<file path="src/pti_pkg.sv">
package pti_pkg;
    // ten second-level registers, eight events each
    localparam int NUM_REGS = 10;
    localparam int REG_W = 8;
    localparam int NUM_GLOBAL = 4;
    localparam int NUM_SW = 3;
    localparam int NUM_LDO = 3;
    localparam int FIRST_SW = NUM_GLOBAL;
    localparam int FIRST_LDO = NUM_GLOBAL + NUM_SW;
    localparam int IDX_W = 4;
    // first-level flags: global, switcher, ldo groups
    localparam int SYS_W = 3;
    localparam int SYS_GLOBAL_BIT = 0;
    localparam int SYS_SW_BIT = 1;
    localparam int SYS_LDO_BIT = 2;
    localparam logic [REG_W-1:0] STATUS_RST = 8'h00;
    localparam logic [REG_W-1:0] MASK_RST = 8'hFF;
    // pin test pulse
    localparam int CLK_MHZ = 200;
    localparam int TEST_PULSE_US = 100;
    localparam int TEST_PULSE_CYC = TEST_PULSE_US * CLK_MHZ;
    localparam int TEST_CNT_W = 15;
    typedef logic [REG_W-1:0] pti_byte_t;
    typedef enum logic [1:0] {PTI_IDLE, PTI_PULSE} pti_test_state_t;
endpackage

</file>
<file path="src/pti_if.sv">
`timescale 1ns/1ps
`default_nettype none
interface pti_sync_if;
    import pti_pkg::*;
    logic [NUM_REGS*REG_W-1:0] raw;
    logic [NUM_REGS*REG_W-1:0] synced;
    modport src (output raw, input synced);
    modport snk (input raw, output synced);
endinterface
`default_nettype wire

</file>
<file path="src/pti_sync.sv">
`timescale 1ns/1ps
`default_nettype none
module pti_sync
    import pti_pkg::*;
(
    // clock and reset
    input wire logic ref_clk,
    input wire logic rstn,
    // event levels
    pti_sync_if.snk sif
);
    logic [NUM_REGS*REG_W-1:0] meta_reg;
    logic [NUM_REGS*REG_W-1:0] sync_reg;
    always_ff @(posedge ref_clk or negedge rstn) begin
        if (!rstn) begin
            meta_reg <= '0;
            sync_reg <= '0;
        end else begin
            meta_reg <= sif.raw;
            sync_reg <= meta_reg;
        end
    end
    assign sif.synced = sync_reg;
endmodule
`default_nettype wire

</file>
<file path="src/pti_irq_ctrl.sv">
`timescale 1ns/1ps
`default_nettype none
// Contract
// - first-level flag set only when an unmasked latched event exists.
// - irq_out_n low whenever any unmasked event is pending.
// - masked events never reach any first-level flag.
// - events held in ten registers; after the flags, at most four register reads find one.
// - every event has a latched status, a mask and a sense bit.
// - writing one clears a status latch; zero leaves it unchanged.
// - a set mask keeps its event off irq_out_n.
// - sense bit reads the live unlatched event level.
// - four registers carry global system events.
// - three registers carry switcher ov, uv, current_limit_fault faults.
// - three registers carry ldo ov, uv, current_limit_fault faults.
// - pin test request drives irq_out_n low for one 100 us pulse.
module pti_irq_ctrl
    import pti_pkg::*;
(
    // clock and reset
    input wire logic ref_clk,
    input wire logic rstn,
    // event inputs, asynchronous levels, register r at bits r*8+7..r*8
    input wire logic [NUM_REGS*REG_W-1:0] event_in,
    // host access port, same clock domain
    input wire logic [IDX_W-1:0] host_idx,
    input wire logic status_clr_we,
    input wire logic [REG_W-1:0] status_clr_data,
    input wire logic mask_we,
    input wire logic [REG_W-1:0] mask_wdata,
    input wire logic pin_test_req,
    // read back
    output logic [REG_W-1:0] status_rdata,
    output logic [REG_W-1:0] mask_rdata,
    output logic [REG_W-1:0] sense_rdata,
    output logic [SYS_W-1:0] sys_flags,
    output logic test_busy,
    // interrupt pin
    output logic irq_out_n
);
    pti_sync_if sif();
    logic [NUM_REGS*REG_W-1:0] ev_now;
    logic [NUM_REGS*REG_W-1:0] ev_prev_reg;
    logic [NUM_REGS*REG_W-1:0] status_reg;
    logic [NUM_REGS*REG_W-1:0] status_next;
    logic [NUM_REGS*REG_W-1:0] mask_reg;
    logic [NUM_REGS*REG_W-1:0] mask_next;
    logic [NUM_REGS*REG_W-1:0] pend;
    logic [NUM_REGS-1:0] reg_pend;
    logic [SYS_W-1:0] sys_next;
    logic [REG_W-1:0] status_rd_next;
    logic [REG_W-1:0] mask_rd_next;
    logic [REG_W-1:0] sense_rd_next;
    logic [REG_W-1:0] status_rd_reg;
    logic [REG_W-1:0] mask_rd_reg;
    logic [REG_W-1:0] sense_rd_reg;
    logic [SYS_W-1:0] sys_reg;
    logic irq_n_reg;
    logic idx_ok;
    pti_test_state_t test_state_reg;
    pti_test_state_t test_state_next;
    logic [TEST_CNT_W-1:0] test_cnt_reg;
    logic [TEST_CNT_W-1:0] test_cnt_next;
    logic test_active;
    logic test_start;
    logic grp_global;
    logic grp_sw;
    logic grp_ldo;
    logic any_pend;
    logic irq_next;

    function automatic pti_byte_t pick(
        input logic [NUM_REGS*REG_W-1:0] vec,
        input logic [IDX_W-1:0] idx
    );
        pick = vec[idx*REG_W +: REG_W];
    endfunction

    function automatic logic any_in(
        input logic [NUM_REGS-1:0] v,
        input int lo,
        input int n
    );
        logic r;
        r = 1'b0;
        for (int i = 0; i < NUM_REGS; i++) begin
            if (i >= lo && i < lo + n) begin
                r = r | v[i];
            end
        end
        any_in = r;
    endfunction

    // event levels cross into ref_clk
    assign sif.raw = event_in;
    pti_sync u_sync (
        .ref_clk(ref_clk),
        .rstn(rstn),
        .sif(sif)
    );
    assign ev_now = sif.synced;

    assign idx_ok = (host_idx < IDX_W'(NUM_REGS));

    // latch on rising edge; set beats a same-cycle clear
    genvar g;
    generate
        for (g = 0; g < NUM_REGS; g++) begin : g_reg
            wire [REG_W-1:0] rise;
            wire [REG_W-1:0] clr;
            wire sel;
            assign sel = idx_ok && (host_idx == IDX_W'(g));
            assign rise = ev_now[g*REG_W +: REG_W]
                & ~ev_prev_reg[g*REG_W +: REG_W];
            assign clr = (status_clr_we && sel) ? status_clr_data
                : {REG_W{1'b0}};
            assign status_next[g*REG_W +: REG_W] =
                (status_reg[g*REG_W +: REG_W] & ~clr) | rise;
            assign mask_next[g*REG_W +: REG_W] = (mask_we && sel)
                ? mask_wdata : mask_reg[g*REG_W +: REG_W];
            assign reg_pend[g] = |pend[g*REG_W +: REG_W];
        end
    endgenerate

    // masked latches are removed before any summary
    assign pend = status_reg & ~mask_reg;
    // four global, three switcher, three ldo registers
    assign grp_global = any_in(reg_pend, 0, NUM_GLOBAL);
    assign grp_sw = any_in(reg_pend, FIRST_SW, NUM_SW);
    assign grp_ldo = any_in(reg_pend, FIRST_LDO, NUM_LDO);
    assign sys_next[SYS_GLOBAL_BIT] = grp_global;
    assign sys_next[SYS_SW_BIT] = grp_sw;
    assign sys_next[SYS_LDO_BIT] = grp_ldo;

    // every register belongs to a group, so this matches the flags
    assign any_pend = |reg_pend;
    // pin follows pending events or a running test pulse
    assign irq_next = ~(any_pend | test_active);

    // per-register read back, one host read per bank
    assign status_rd_next = idx_ok ? pick(status_reg, host_idx) : '0;
    assign mask_rd_next = idx_ok ? pick(mask_reg, host_idx) : '0;
    assign sense_rd_next = idx_ok ? pick(ev_now, host_idx) : '0;

    // pin test pulse sequencer
    assign test_active = (test_state_reg == PTI_PULSE);
    // requests during a running pulse are ignored
    assign test_start = (test_state_reg == PTI_IDLE) && pin_test_req;
    always_comb begin
        test_state_next = test_state_reg;
        test_cnt_next = test_cnt_reg;
        case (test_state_reg)
            PTI_IDLE: begin
                if (test_start) begin
                    test_state_next = PTI_PULSE;
                    test_cnt_next = TEST_CNT_W'(TEST_PULSE_CYC - 1);
                end
            end
            PTI_PULSE: begin
                if (test_cnt_reg == '0) begin
                    test_state_next = PTI_IDLE;
                end else begin
                    test_cnt_next = test_cnt_reg - 1'b1;
                end
            end
            default: begin
                test_state_next = PTI_IDLE;
                test_cnt_next = '0;
            end
        endcase
    end

    always_ff @(posedge ref_clk or negedge rstn) begin
        if (!rstn) begin
            ev_prev_reg <= '0;
            status_reg <= {NUM_REGS{STATUS_RST}};
            mask_reg <= {NUM_REGS{MASK_RST}};
        end else begin
            ev_prev_reg <= ev_now;
            status_reg <= status_next;
            mask_reg <= mask_next;
        end
    end

    always_ff @(posedge ref_clk or negedge rstn) begin
        if (!rstn) begin
            sys_reg <= '0;
            irq_n_reg <= 1'b1;
            status_rd_reg <= '0;
            mask_rd_reg <= '0;
            sense_rd_reg <= '0;
        end else begin
            sys_reg <= sys_next;
            irq_n_reg <= irq_next;
            status_rd_reg <= status_rd_next;
            mask_rd_reg <= mask_rd_next;
            sense_rd_reg <= sense_rd_next;
        end
    end

    always_ff @(posedge ref_clk or negedge rstn) begin
        if (!rstn) begin
            test_state_reg <= PTI_IDLE;
            test_cnt_reg <= '0;
        end else begin
            test_state_reg <= test_state_next;
            test_cnt_reg <= test_cnt_next;
        end
    end

    assign status_rdata = status_rd_reg;
    assign mask_rdata = mask_rd_reg;
    assign sense_rdata = sense_rd_reg;
    assign sys_flags = sys_reg;
    assign test_busy = test_active;
    assign irq_out_n = irq_n_reg;
endmodule
`default_nettype wire

</file>
<file path="config.mk">
export PLATFORM = sky130hd
export DESIGN_NAME = pti_irq_ctrl
export DESIGN_NICKNAME = d
export VERILOG_FILES = /design/src/pti_pkg.sv /design/src/pti_if.sv /design/src/pti_sync.sv /design/src/pti_irq_ctrl.sv
export SDC_FILE = /design/constraint.sdc
export NUM_CORES = 1
export LEC_CHECK = 0
export BUFFER_PORTS_ARGS = -buffer_cell sky130_fd_sc_hd__buf_2
export CORE_MARGIN = 1.5
export CORE_UTILIZATION = 40
export CTS_BUF_LIST = sky130_fd_sc_hd__clkbuf_2 sky130_fd_sc_hd__clkbuf_4 sky130_fd_sc_hd__clkbuf_8
export DETAILED_ROUTE_END_ITERATION = 12
export PLACE_DENSITY = 0.57
export SYNTH_ARGS = -nofsm -noshare
export SYNTH_HDL_FRONTEND = slang
export SYNTH_HIERARCHICAL = 1
export SYNTH_SLANG_ARGS = --single-unit
</file>
<file path="constraint.sdc">
create_clock -name ref_clk -period 1.7 [get_ports ref_clk]
set_input_delay 0.17 -clock ref_clk [delete_from_list [all_inputs] [get_ports ref_clk]]
set_output_delay 0.17 -clock ref_clk [all_outputs]
set_load 0.005 [all_outputs]
</file>
==> metrics.csv, run 1 <==
metric,value,unit
status,"complete, but fails checks",
RSZ-0062 raised after global routing,yes,
Crit Path Class,flop to flop,
hold endpoint,mask_reg[15],
Power Dens Cells,1200,nW/um^2
Cells after DPL,1909,
share of the synthesized area in the top cell type,0.552,
Die X,206,microns
Hold WS,0.0440,ns
top area cells in the synthesized netlist,"dfrtp_1 55%, dfstp_2 13%, mux4_2 6.6%",
final cell count without fillers,2151,
CP Max Fanout,4,
GPL Wtd Cong,0.867,
Congestion Overflow GR,0,
Post-synth top cells,"363 x dfrtp_1, 163 x inv_1, 101 x nand2_1",
Post-Syn Instances,1165,
share of cells above drive strength 1,0.396,
FF/Latch Area,11200,sq um
Fmax,497,MHz
Die ar.,42400,sq um
crit path time final,2.01,ns
largest net degree at the start of global routing,71,
number of detailed-route iterations in the first pass,5,
R2R Setup Slk,-0.31,ns
Root Driver,clkbuf_8,
"Seq/Total Area, Yosys",0.681,
final worst setup slack,-0.313,ns
Hold WC Path Type,input port to flop,
GRT Total Usage,0.217,
first-pass GRT wire length,68000,microns
worst skew pair latency,0.62,ns
Reg2Reg Depth,8,
Main synth FF type,dfrtp_1,
CTS H-tree lvls,3,
Post-Route WL,44300,microns
Final Util,0.529,
Hold Path Origin,mask_wdata[7],
final instance area,21500,sq um
crit path launch,test_cnt_reg[1],
Final Hold Fails,0,
Worst Path Arrival,2.49,ns
clock buffer depth,3,
DR DRC count,0,
Starting Density,0.404,
R2R Path Start,test_cnt_reg[1],
"Reg clk slew, reported paths",0.07,ns
fill count,3527,
worst reg2reg path endpoint,test_cnt_reg[2],
DP HPWL,30800,microns
Mapped Nets,1271,
vias in the first global route,11400,
Num Clock Sinks,444,
CTS tree,done,
initial antenna violation count,1,
Final Max Tran Viols,0,
crit path capture type,flop,
Mean Syn Cell Area,14.1,sq um
final number of setup-violating endpoints,15,
area delta synth->final,30.8,%
Synth area leader,dfrtp_1,
pre-CTS worst setup slack,-0.355,ns
Slew Limit Headroom,0.688,
WL per Instance,20.6,microns
Layout Nets,1664,
most common cell in the netlist,dfrtp_1,
failing checks,negative setup slack,
TritonCTS Buffers,77,
die span in y,206,microns
Worst-Margin Slew,0.467,ns
PortBufs,133,
final worst-path cycle share,1.18,
asr flop ratio synth,1.00,
Via Count,10800,
CP required,2.18,ns
initial DRC count,653,
Placed Area,18700,sq um
FP Rows,74,
Max-Cap Viols,0,
hold depth,2,
Ys Warns,6,
Mapped Area,16500,sq um
Post-synth EDFFs,0,
Pleak,10.3,nW
Core Region,40700,sq um
Yosys cell types,50,
IO Pins,134,
post-route ant nets,0,
vias per cell,5.03,
register bit total from synthesis,444,
Multi-input gate area,4560,sq um
Peak VDD IR,0.000652,V
Setup Skew,0.0268,ns
CP Launch Type,flop,
[worst max-delay path by stage]
stage                             endpoint  slack, ns  depth (start not counted)
after floorplan            test_cnt_reg[3]      -0.21                          6
after global placement    test_cnt_reg[11]      -0.33                          5
after detailed placement   test_cnt_reg[3]      -0.35                          5
after CTS                  test_cnt_reg[9]      -0.25                          8
after global routing      test_cnt_reg[11]      -0.43                          8
final                      test_cnt_reg[2]      -0.31                          8
[layout make-up]
class                      instances  area share
clock inverter                    20     0.00860
multi-input combinational        512       0.212
inverter                         163      0.0284
sequential                       444       0.521
antenna                            1    0.000116
tap                              532      0.0309
timing repair buffer             360       0.130
clock buffer                     119      0.0699
[layer usage]
| metal | vias to the layer above | track usage | part of all wire |
|---|---|---|---|
| met4 | 0 | 0.0877 | 0.034 |
| met2 | 304 | 0.330 | 0.46 |
| li1 | 4842 | - | - |
| met3 | 93 | 0.0437 | 0.053 |
| met5 | - | 0 | 0 |
| met1 | 5583 | 0.306 | 0.46 |
[power by group]
part / switching, mW / internal, mW
Clock: 4.28 / 6.11
Combinational: 1.35 / 1.53
Sequential: 0.640 / 11.9
[kinds of logic (layout without fill, tap and decap cells)]
| group | after synthesis | in the layout | share of synthesized area |
|---|---|---|---|
| other | 0 | 1 | 0 |
| buffers and inverters | 209 | 662 | 0.0490 |
| adder cells (fa/ha/maj) | 1 | 1 | 0.000760 |
| AO/OA/AOI/OAI | 186 | 186 | 0.0830 |
| XOR/XNOR | 4 | 4 | 0.00213 |
| AND/OR/NAND/NOR | 168 | 168 | 0.0488 |
| multiplexers | 153 | 153 | 0.136 |
| flip-flops | 444 | 444 | 0.681 |
[worst max-delay path: stages (launching register included)]
cell and delay, ns:
dfrtp_1 0.38, inv_1 0.06, ha_1 0.15, or4b_4 0.49
buf_4 0.17, o41ai_4 0.29, buf_4 0.19, buf_4 0.10
o21ai_0 0.07
[through the flow]
stage,total power [mW],TNS (ns)
final,25.8,-3.07
after global routing,26.9,-4.57
after CTS,26.1,-2.54
after detailed placement,15.3,-7.09
after global placement,15.2,-5.29
after floorplan,13.8,-1.08
[placed cells by master (no fill, tap or decap), types with 14 or more instances in the layout]
master and instances:
mux4_2 48, buf_4 118, o22ai_1 38, inv_1 163
mux2i_1 22, buf_2 131, dfrtp_1 363, o21ai_0 32
a22o_1 72, mux2_2 80, dlygate4sd3_1 95, a22oi_1 24
clkbuf_8 98, clkbuf_4 21, nand2_1 101, dfstp_2 81
nor2_1 14
[repair_timing]
| item | 4_1_cts | 5_1_grt |
|---|---|---|
| gates resized for setup | 10 | 12 |
| pin swaps | 8 | 2 |
| setup endpoints to repair | 17 | 19 |
| endpoints found under the hold margin | 555 | 0 |
| buffers inserted | 4 | 3 |
| hold buffers | 95 | 0 |
Note: power is estimated with default switching activity, not from simulation.
==> run 2, diff against run 1 <==
--- a/config.mk
+++ b/config.mk
@@ -5,12 +5,12 @@
 export SDC_FILE = /design/constraint.sdc
 export NUM_CORES = 1
 export LEC_CHECK = 0
-export BUFFER_PORTS_ARGS = -buffer_cell sky130_fd_sc_hd__buf_2
-export CORE_MARGIN = 1.5
+export ABC_AREA = 0
 export CORE_UTILIZATION = 40
 export CTS_BUF_LIST = sky130_fd_sc_hd__clkbuf_2 sky130_fd_sc_hd__clkbuf_4 sky130_fd_sc_hd__clkbuf_8
 export DETAILED_ROUTE_END_ITERATION = 12
-export PLACE_DENSITY = 0.57
+export DONT_BUFFER_PORTS = 1
+export PLACE_DENSITY = 0.54
 export SYNTH_ARGS = -nofsm -noshare
 export SYNTH_HDL_FRONTEND = slang
 export SYNTH_HIERARCHICAL = 1
==> metrics.csv, run 2 (synthesis results as in run 1) <==
metric,value,unit,change
CP Max Fanout,5,,was 4
pre-CTS worst setup slack,-0.364,ns,was -0.355 ns
DR DRC count,0,,unchanged
Final Power,24.8,mW,was 25.8 mW
Root Driver,clkbuf_8,,unchanged
TritonCTS Buffers,78,,was 77
Final Hold Fails,421,,was 0
Starting Density,0.410,,was 0.404
Final Max Tran Viols,0,,unchanged
CTS tree,done,,unchanged
R2R Setup Slk,-0.27,ns,was -0.31 ns
Hold WC Path Type,input port to async pin,,was input port to flop
largest net degree at the start of global routing,445,,was 71
Max-Cap Viols,0,,unchanged
Fmax,509,MHz,was 497 MHz
Worst-Margin Slew,1.45,ns,was 0.467 ns
crit path capture type,flop,,unchanged
Reg2Reg Depth,9,,was 8
CP Launch Type,flop,,unchanged
RSZ-0062 raised after global routing,yes,,unchanged
IO Pins,134,,unchanged
final worst setup slack,-0.266,ns,was -0.313 ns
Die X,205,microns,was 206 microns
initial DRC count,703,,was 653
FP Rows,73,,was 74
initial antenna violation count,2,,was 1
Peak VDD IR,0.000641,V,was 0.000652 V
Via Count,10100,,was 10800
die span in y,205,microns,was 206 microns
Power Dens Cells,1230,nW/um^2,was 1200 nW/um^2
fill count,3548,,was 3527
Layout Nets,1473,,was 1664
CTS H-tree lvls,3,,unchanged
Placed Area,17300,sq um,was 18700 sq um
Setup Skew,0.0243,ns,was 0.0268 ns
"Reg clk slew, reported paths",0.06,ns,was 0.07 ns
Worst Path Arrival,2.47,ns,was 2.49 ns
DP HPWL,27500,microns,was 30800 microns
status,"complete, but fails checks",,unchanged
worst skew pair latency,0.63,ns,was 0.62 ns
most frequent cells in the layout,"363 x dfrtp_1, 163 x inv_1, 101 x nand2_1, 101 x dlygate4sd3_1, 91 x clkbuf_8",,"was 363 x dfrtp_1, 163 x inv_1, 131 x buf_2"
Hold Buf Count CTS,102,,was 95
GPL Wtd Cong,0.841,,was 0.867
Num Clock Sinks,444,,unchanged
"commonest non-fill, non-tap cell in the layout",dfrtp_1,,unchanged
share of cells above drive strength 1,0.313,,was 0.396
Post-Route WL,43300,microns,was 44300 microns
PortBufs,0,,was 133
R2R Path Start,test_cnt_reg[0],,was test_cnt_reg[1]
failing checks,"negative hold slack, negative setup slack",,was negative setup slack
final worst-path cycle share,1.16,,was 1.18
WL per Instance,22.1,microns,was 20.6 microns
Pleak,9.37,nW,was 10.3 nW
post-route ant nets,0,,unchanged
Congestion Overflow GR,0,,unchanged
Crit Path Class,flop to flop,,unchanged
Core Region,40200,sq um,was 40700 sq um
GRT Total Usage,0.214,,was 0.217
vias per cell,5.15,,was 5.03
number of detailed-route iterations in the first pass,5,,unchanged
Slew Limit Headroom,0.0328,,was 0.688
Final Util,0.504,,was 0.529
Hold WS,-0.743,ns,was 0.0440 ns
final number of setup-violating endpoints,15,,unchanged
CP required,2.21,ns,was 2.18 ns
vias in the first global route,10600,,was 11400
first-pass GRT wire length,65900,microns,was 68000 microns
worst reg2reg path endpoint,test_cnt_reg[6],,was test_cnt_reg[2]
final instance area,20300,sq um,was 21500 sq um
crit path time final,1.97,ns,was 2.01 ns
area delta synth->final,23.0,%,was 30.8%
Die ar.,42000,sq um,was 42400 sq um
clock buffer depth,3,,unchanged
==> run 2: changes by cell type in the layout (fill, tap and decap cells not counted), moves of 3 or more <==
cell	previous run	this run
clkbuf_4	21	37
buf_12	13	3
clkinv_2	13	9
nor3_1	6	3
buf_4	118	60
nor3_2	3	6
dlygate4sd3_1	95	101
clkbuf_8	98	91
buf_2	131	0
==> run 2: repair_timing <==
item,in CTS,in global routing
pin swaps,6,10
buffers inserted,9,5
endpoints found under the hold margin,721,444
endpoints found under the setup margin,16,18
gates resized for setup,10,18
==> run 2: per-layer routing <==
| layer | part of all wire | global-route usage |
|---|---|---|
| met5 | 0 | 0 |
| met4 | 0.038 | 0.102 |
| met3 | 0.047 | 0.0425 |
| met2 | 0.46 | 0.317 |
| met1 | 0.46 | 0.304 |
==> run 2: worst max-delay path, stage by stage, from the launching register on <==
cell	delay (ns)
dfrtp_1	0.38
inv_1	0.06
ha_2	0.16
or4b_4	0.49
buf_6	0.15
o41ai_4	0.19
buf_4	0.19
nor3_2	0.05
xnor2_1	0.12
nor2_1	0.05
==> run 2: metrics by stage <==
stage          instances  hold WS [ns]  TNS [ns]
6_report            1956        -0.743     -2.38
5_1_grt             1956        -0.791     -3.37
4_1_cts             1949        -0.782     -2.76
3_5_place_dp        1696        -0.110     -3.78
3_3_place_gp        1696        -0.111     -3.27
2_1_floorplan       1165        -0.126     -1.08
==> run 2: layout make-up <==
cell class              instances  area, sq um  area share
clock buffers                 128         1530      0.0755
repair buffers                168         1570      0.0773
diodes                          2         5.00    0.000247
well taps                     525          657      0.0324
flip-flops and latches        444        11200       0.553
clock inverters                14          106     0.00525
multi-input cells             512         4570       0.226
inverters                     163          612      0.0302
==> run 2: worst max path at each step <==
stage                      from               end  slack [ns]  cells after the start
6_report        test_cnt_reg[0]   test_cnt_reg[6]       -0.27                      9
5_1_grt         test_cnt_reg[0]   test_cnt_reg[6]       -0.36                      9
2_1_floorplan  test_cnt_reg[11]   test_cnt_reg[3]       -0.21                      6
4_1_cts         test_cnt_reg[0]   test_cnt_reg[3]       -0.28                      8
3_3_place_gp   test_cnt_reg[11]   test_cnt_reg[3]       -0.33                      5
3_5_place_dp   test_cnt_reg[11]  test_cnt_reg[11]       -0.36                      5
==> run 2: where the power goes <==
part	total, mW	leakage (nW)	switching (mW)	internal [mW]
clock	10.1	0.879	4.24	5.83
combinational	2.23	3.63	0.960	1.27
sequential	12.5	4.86	0.662	11.9
==> run 3, diff against run 2 <==
--- a/config.mk
+++ b/config.mk
@@ -6,12 +6,13 @@
 export NUM_CORES = 1
 export LEC_CHECK = 0
 export ABC_AREA = 0
+export CAP_MARGIN = 0
 export CORE_UTILIZATION = 40
 export CTS_BUF_LIST = sky130_fd_sc_hd__clkbuf_2 sky130_fd_sc_hd__clkbuf_4 sky130_fd_sc_hd__clkbuf_8
+export CTS_CLUSTER_SIZE = 40
 export DETAILED_ROUTE_END_ITERATION = 12
 export DONT_BUFFER_PORTS = 1
 export PLACE_DENSITY = 0.54
 export SYNTH_ARGS = -nofsm -noshare
 export SYNTH_HDL_FRONTEND = slang
-export SYNTH_HIERARCHICAL = 1
 export SYNTH_SLANG_ARGS = --single-unit
==> metrics.csv, run 3 <==
metric,value,unit,change
CTS H-tree lvls,3,,unchanged
Final Power,24.9,mW,was 24.8 mW
Synth area leader,dfrtp_1,,unchanged
Die X,205,microns,about the same
failing checks,"negative hold slack, max-slew violations, negative setup slack",,"was negative hold slack, negative setup slack"
register bit total from synthesis,444,,unchanged
final number of setup-violating endpoints,3,,was 15
Num Clock Sinks,444,,unchanged
Main synth FF type,dfrtp_1,,unchanged
GRT Total Usage,0.216,,was 0.214
TritonCTS Buffers,77,,was 78
worst skew pair latency,0.62,ns,was 0.63 ns
area delta synth->final,23.2,%,was 23.0%
Setup Skew,0.0323,ns,was 0.0243 ns
GPL Wtd Cong,0.866,,was 0.841
CP Max Fanout,4,,was 5
initial DRC count,689,,was 703
share of the synthesized area in the top cell type,0.551,,was 0.552
clock buffer depth,3,,unchanged
status,"complete, but fails checks",,unchanged
Die ar.,42000,sq um,about the same
RSZ-0062 raised after global routing,yes,,unchanged
Fmax,575,MHz,was 509 MHz
first-pass GRT wire length,66600,microns,was 65900 microns
Net Sw Frac,0.229,,was 0.236
IO Pins,134,,unchanged
"Reg clk slew, reported paths",0.06,ns,about the same
most common cell in the netlist,dfrtp_1,,unchanged
CTS tree,done,,unchanged
fill count,3594,,was 3548
vias per cell,5.13,,was 5.15
Post-Syn Instances,1178,,was 1165
Worst Path Arrival,2.27,ns,was 2.47 ns
Final Hold Fails,405,,was 421
crit path time final,1.74,ns,was 1.97 ns
vias in the first global route,10500,,was 10600
final worst-path cycle share,1.02,,was 1.16
Post-synth EDFFs,0,,unchanged
Hold WS,-0.748,ns,was -0.743 ns
Power Dens Cells,1230,nW/um^2,about the same
worst reg2reg path endpoint,test_cnt_reg[8],,was test_cnt_reg[6]
share of cells above drive strength 1,0.301,,was 0.313
DR DRC count,0,,unchanged
PortBufs,0,,unchanged
R2R Path Start,test_cnt_reg[5],,was test_cnt_reg[0]
CP Launch Type,flop,,unchanged
post-route ant nets,0,,unchanged
Hold WC Path Type,input port to async pin,,unchanged
Crit Path Class,flop to flop,,unchanged
Via Count,10000,,was 10100
Pleak,9.36,nW,was 9.37 nW
Mean Syn Cell Area,14.0,sq um,was 14.1 sq um
cell-internal power,19.2,mW,was 19.0 mW
Slew Limit Headroom,-0.365,,was 0.0328
Ys Warns,0,,was 6
Post-Route WL,43700,microns,was 43300 microns
Final Util,0.499,,was 0.504
FP Rows,74,,was 73
CP required,2.23,ns,was 2.21 ns
Final Max Tran Viols,218,,was 0
WL per Instance,22.3,microns,was 22.1 microns
Psw,5.70,mW,was 5.87 mW
Worst-Margin Slew,2.05,ns,was 1.45 ns
Core Region,40700,sq um,was 40200 sq um
combinational power share,0.073,,was 0.090
Mapped Area,16500,sq um,about the same
Post-synth top cells,"363 x dfrtp_1, 165 x inv_1, 101 x nand2_1",,"was 363 x dfrtp_1, 163 x inv_1, 101 x nand2_1"
largest net degree at the start of global routing,445,,unchanged
Peak VDD IR,0.000600,V,was 0.000641 V
Root Driver,clkbuf_8,,unchanged
Congestion Overflow GR,0,,unchanged
Mapped Nets,1284,,was 1271
clock network power share,0.429,,was 0.406
Hold Buf Count CTS,103,,was 102
crit path capture type,flop,,unchanged
"commonest non-fill, non-tap cell in the layout",dfrtp_1,,unchanged
R2R Setup Slk,-0.04,ns,was -0.27 ns
"Seq/Total Area, Yosys",0.680,,was 0.681
Reg2Reg Depth,4,,was 9
Flop pwr share,0.499,,was 0.504
number of detailed-route iterations in the first pass,8,,was 5
Setup TNS Final,-0.0513,ns,was -2.38 ns
Yosys cell types,45,,was 50
pre-CTS worst setup slack,-0.222,ns,was -0.364 ns
DP HPWL,27900,microns,was 27500 microns
top area cells in the synthesized netlist,"dfrtp_1 55%, dfstp_2 13%, mux4_2 6.6%",,unchanged
die span in y,205,microns,about the same
Starting Density,0.405,,was 0.410
final worst setup slack,-0.0399,ns,was -0.266 ns
asr flop ratio synth,1.00,,unchanged
initial antenna violation count,4,,was 2
Layout Nets,1472,,was 1473
Max-Cap Viols,0,,unchanged
most frequent cells in the layout,"363 x dfrtp_1, 163 x inv_1, 103 x clkbuf_8",,"was 363 x dfrtp_1, 163 x inv_1, 101 x nand2_1, 101 x dlygate4sd3_1, 91 x clkbuf_8"
==> run 3: layer usage <==
| metal | up-vias | part of all wire | wire (microns) | global-route usage |
|---|---|---|---|---|
| li1 | 4458 | - | - | - |
| met3 | 74 | 0.053 | 2320 | 0.0457 |
| met1 | 5247 | 0.47 | 20400 | 0.312 |
| met2 | 266 | 0.45 | 19900 | 0.322 |
| met4 | 4 | 0.024 | 1050 | 0.0765 |
| met5 | - | 0.00057 | 25 | 0 |
==> run 3: cells by family after synthesis <==
family | share of synthesized area
xor+xnor | 0.00212
buf+inv | 0.0499
compound gates | 0.0823
fa+ha+maj | 0.000759
simple gates | 0.0484
mux | 0.137
flops | 0.680
==> run 3: critical path: stages, from the launching register on <==
cell,delay (ns)
dfrtp_1,0.39
or3_4,0.42
or4_4,0.44
a211o_1,0.24
a31oi_1,0.17
==> run 3: per-stage QoR <==
stage | hold WS [ns] | cell area [sq um] | std cells
2_1_floorplan | -0.126 | 16500 | 1178
3_3_place_gp | -0.111 | 17300 | 1706
3_5_place_dp | -0.110 | 17300 | 1706
4_1_cts | -0.786 | 20200 | 1953
5_1_grt | -0.780 | 20300 | 1956
6_report | -0.748 | 20300 | 1959
==> run 3: worst max path at each step <==
stage | start | endpoint | slack, ns | depth (start not counted)
2_1_floorplan | test_cnt_reg[4] | test_cnt_reg[8] | -0.07 | 5
3_3_place_gp | mask_reg[20] | irq_out_n | -0.13 | 4
3_5_place_dp | test_cnt_reg[0] | test_cnt_reg[6] | -0.22 | 8
4_1_cts | test_cnt_reg[5] | test_cnt_reg[8] | -0.02 | 4
5_1_grt | test_cnt_reg[1] | test_cnt_reg[4] | -0.12 | 9
6_report | test_cnt_reg[5] | test_cnt_reg[8] | -0.04 | 4
==> run 3: final cells by class <==
type / instances / area, sq um / area share
well taps: 532 / 666 / 0.0328
clock inverters: 16 / 185 / 0.00912
multi-input cells: 519 / 4600 / 0.226
flip-flops and latches: 444 / 11200 / 0.552
repair buffers: 159 / 1470 / 0.0725
clock buffers: 121 / 1550 / 0.0764
diodes: 3 / 7.51 / 0.000370
inverters: 165 / 619 / 0.0305
==> run 3: what timing repair did <==
item	CTS	global route
pin swaps	5	8
setup buffers	7	3
cloned	0	0
endpoints found under the hold margin	720	444
endpoints found under the setup margin	14	16
resized for setup	8	21
==> run 3: power groups by stage <==
stage,sequential [mW],clock (mW),combinational [mW]
floorplan,12.3,0,1.22
global placement,12.6,0,1.44
detailed placement,12.6,0,1.47
CTS,12.4,11.0,1.81
global route,12.6,11.5,1.92
finish,12.4,10.7,1.81
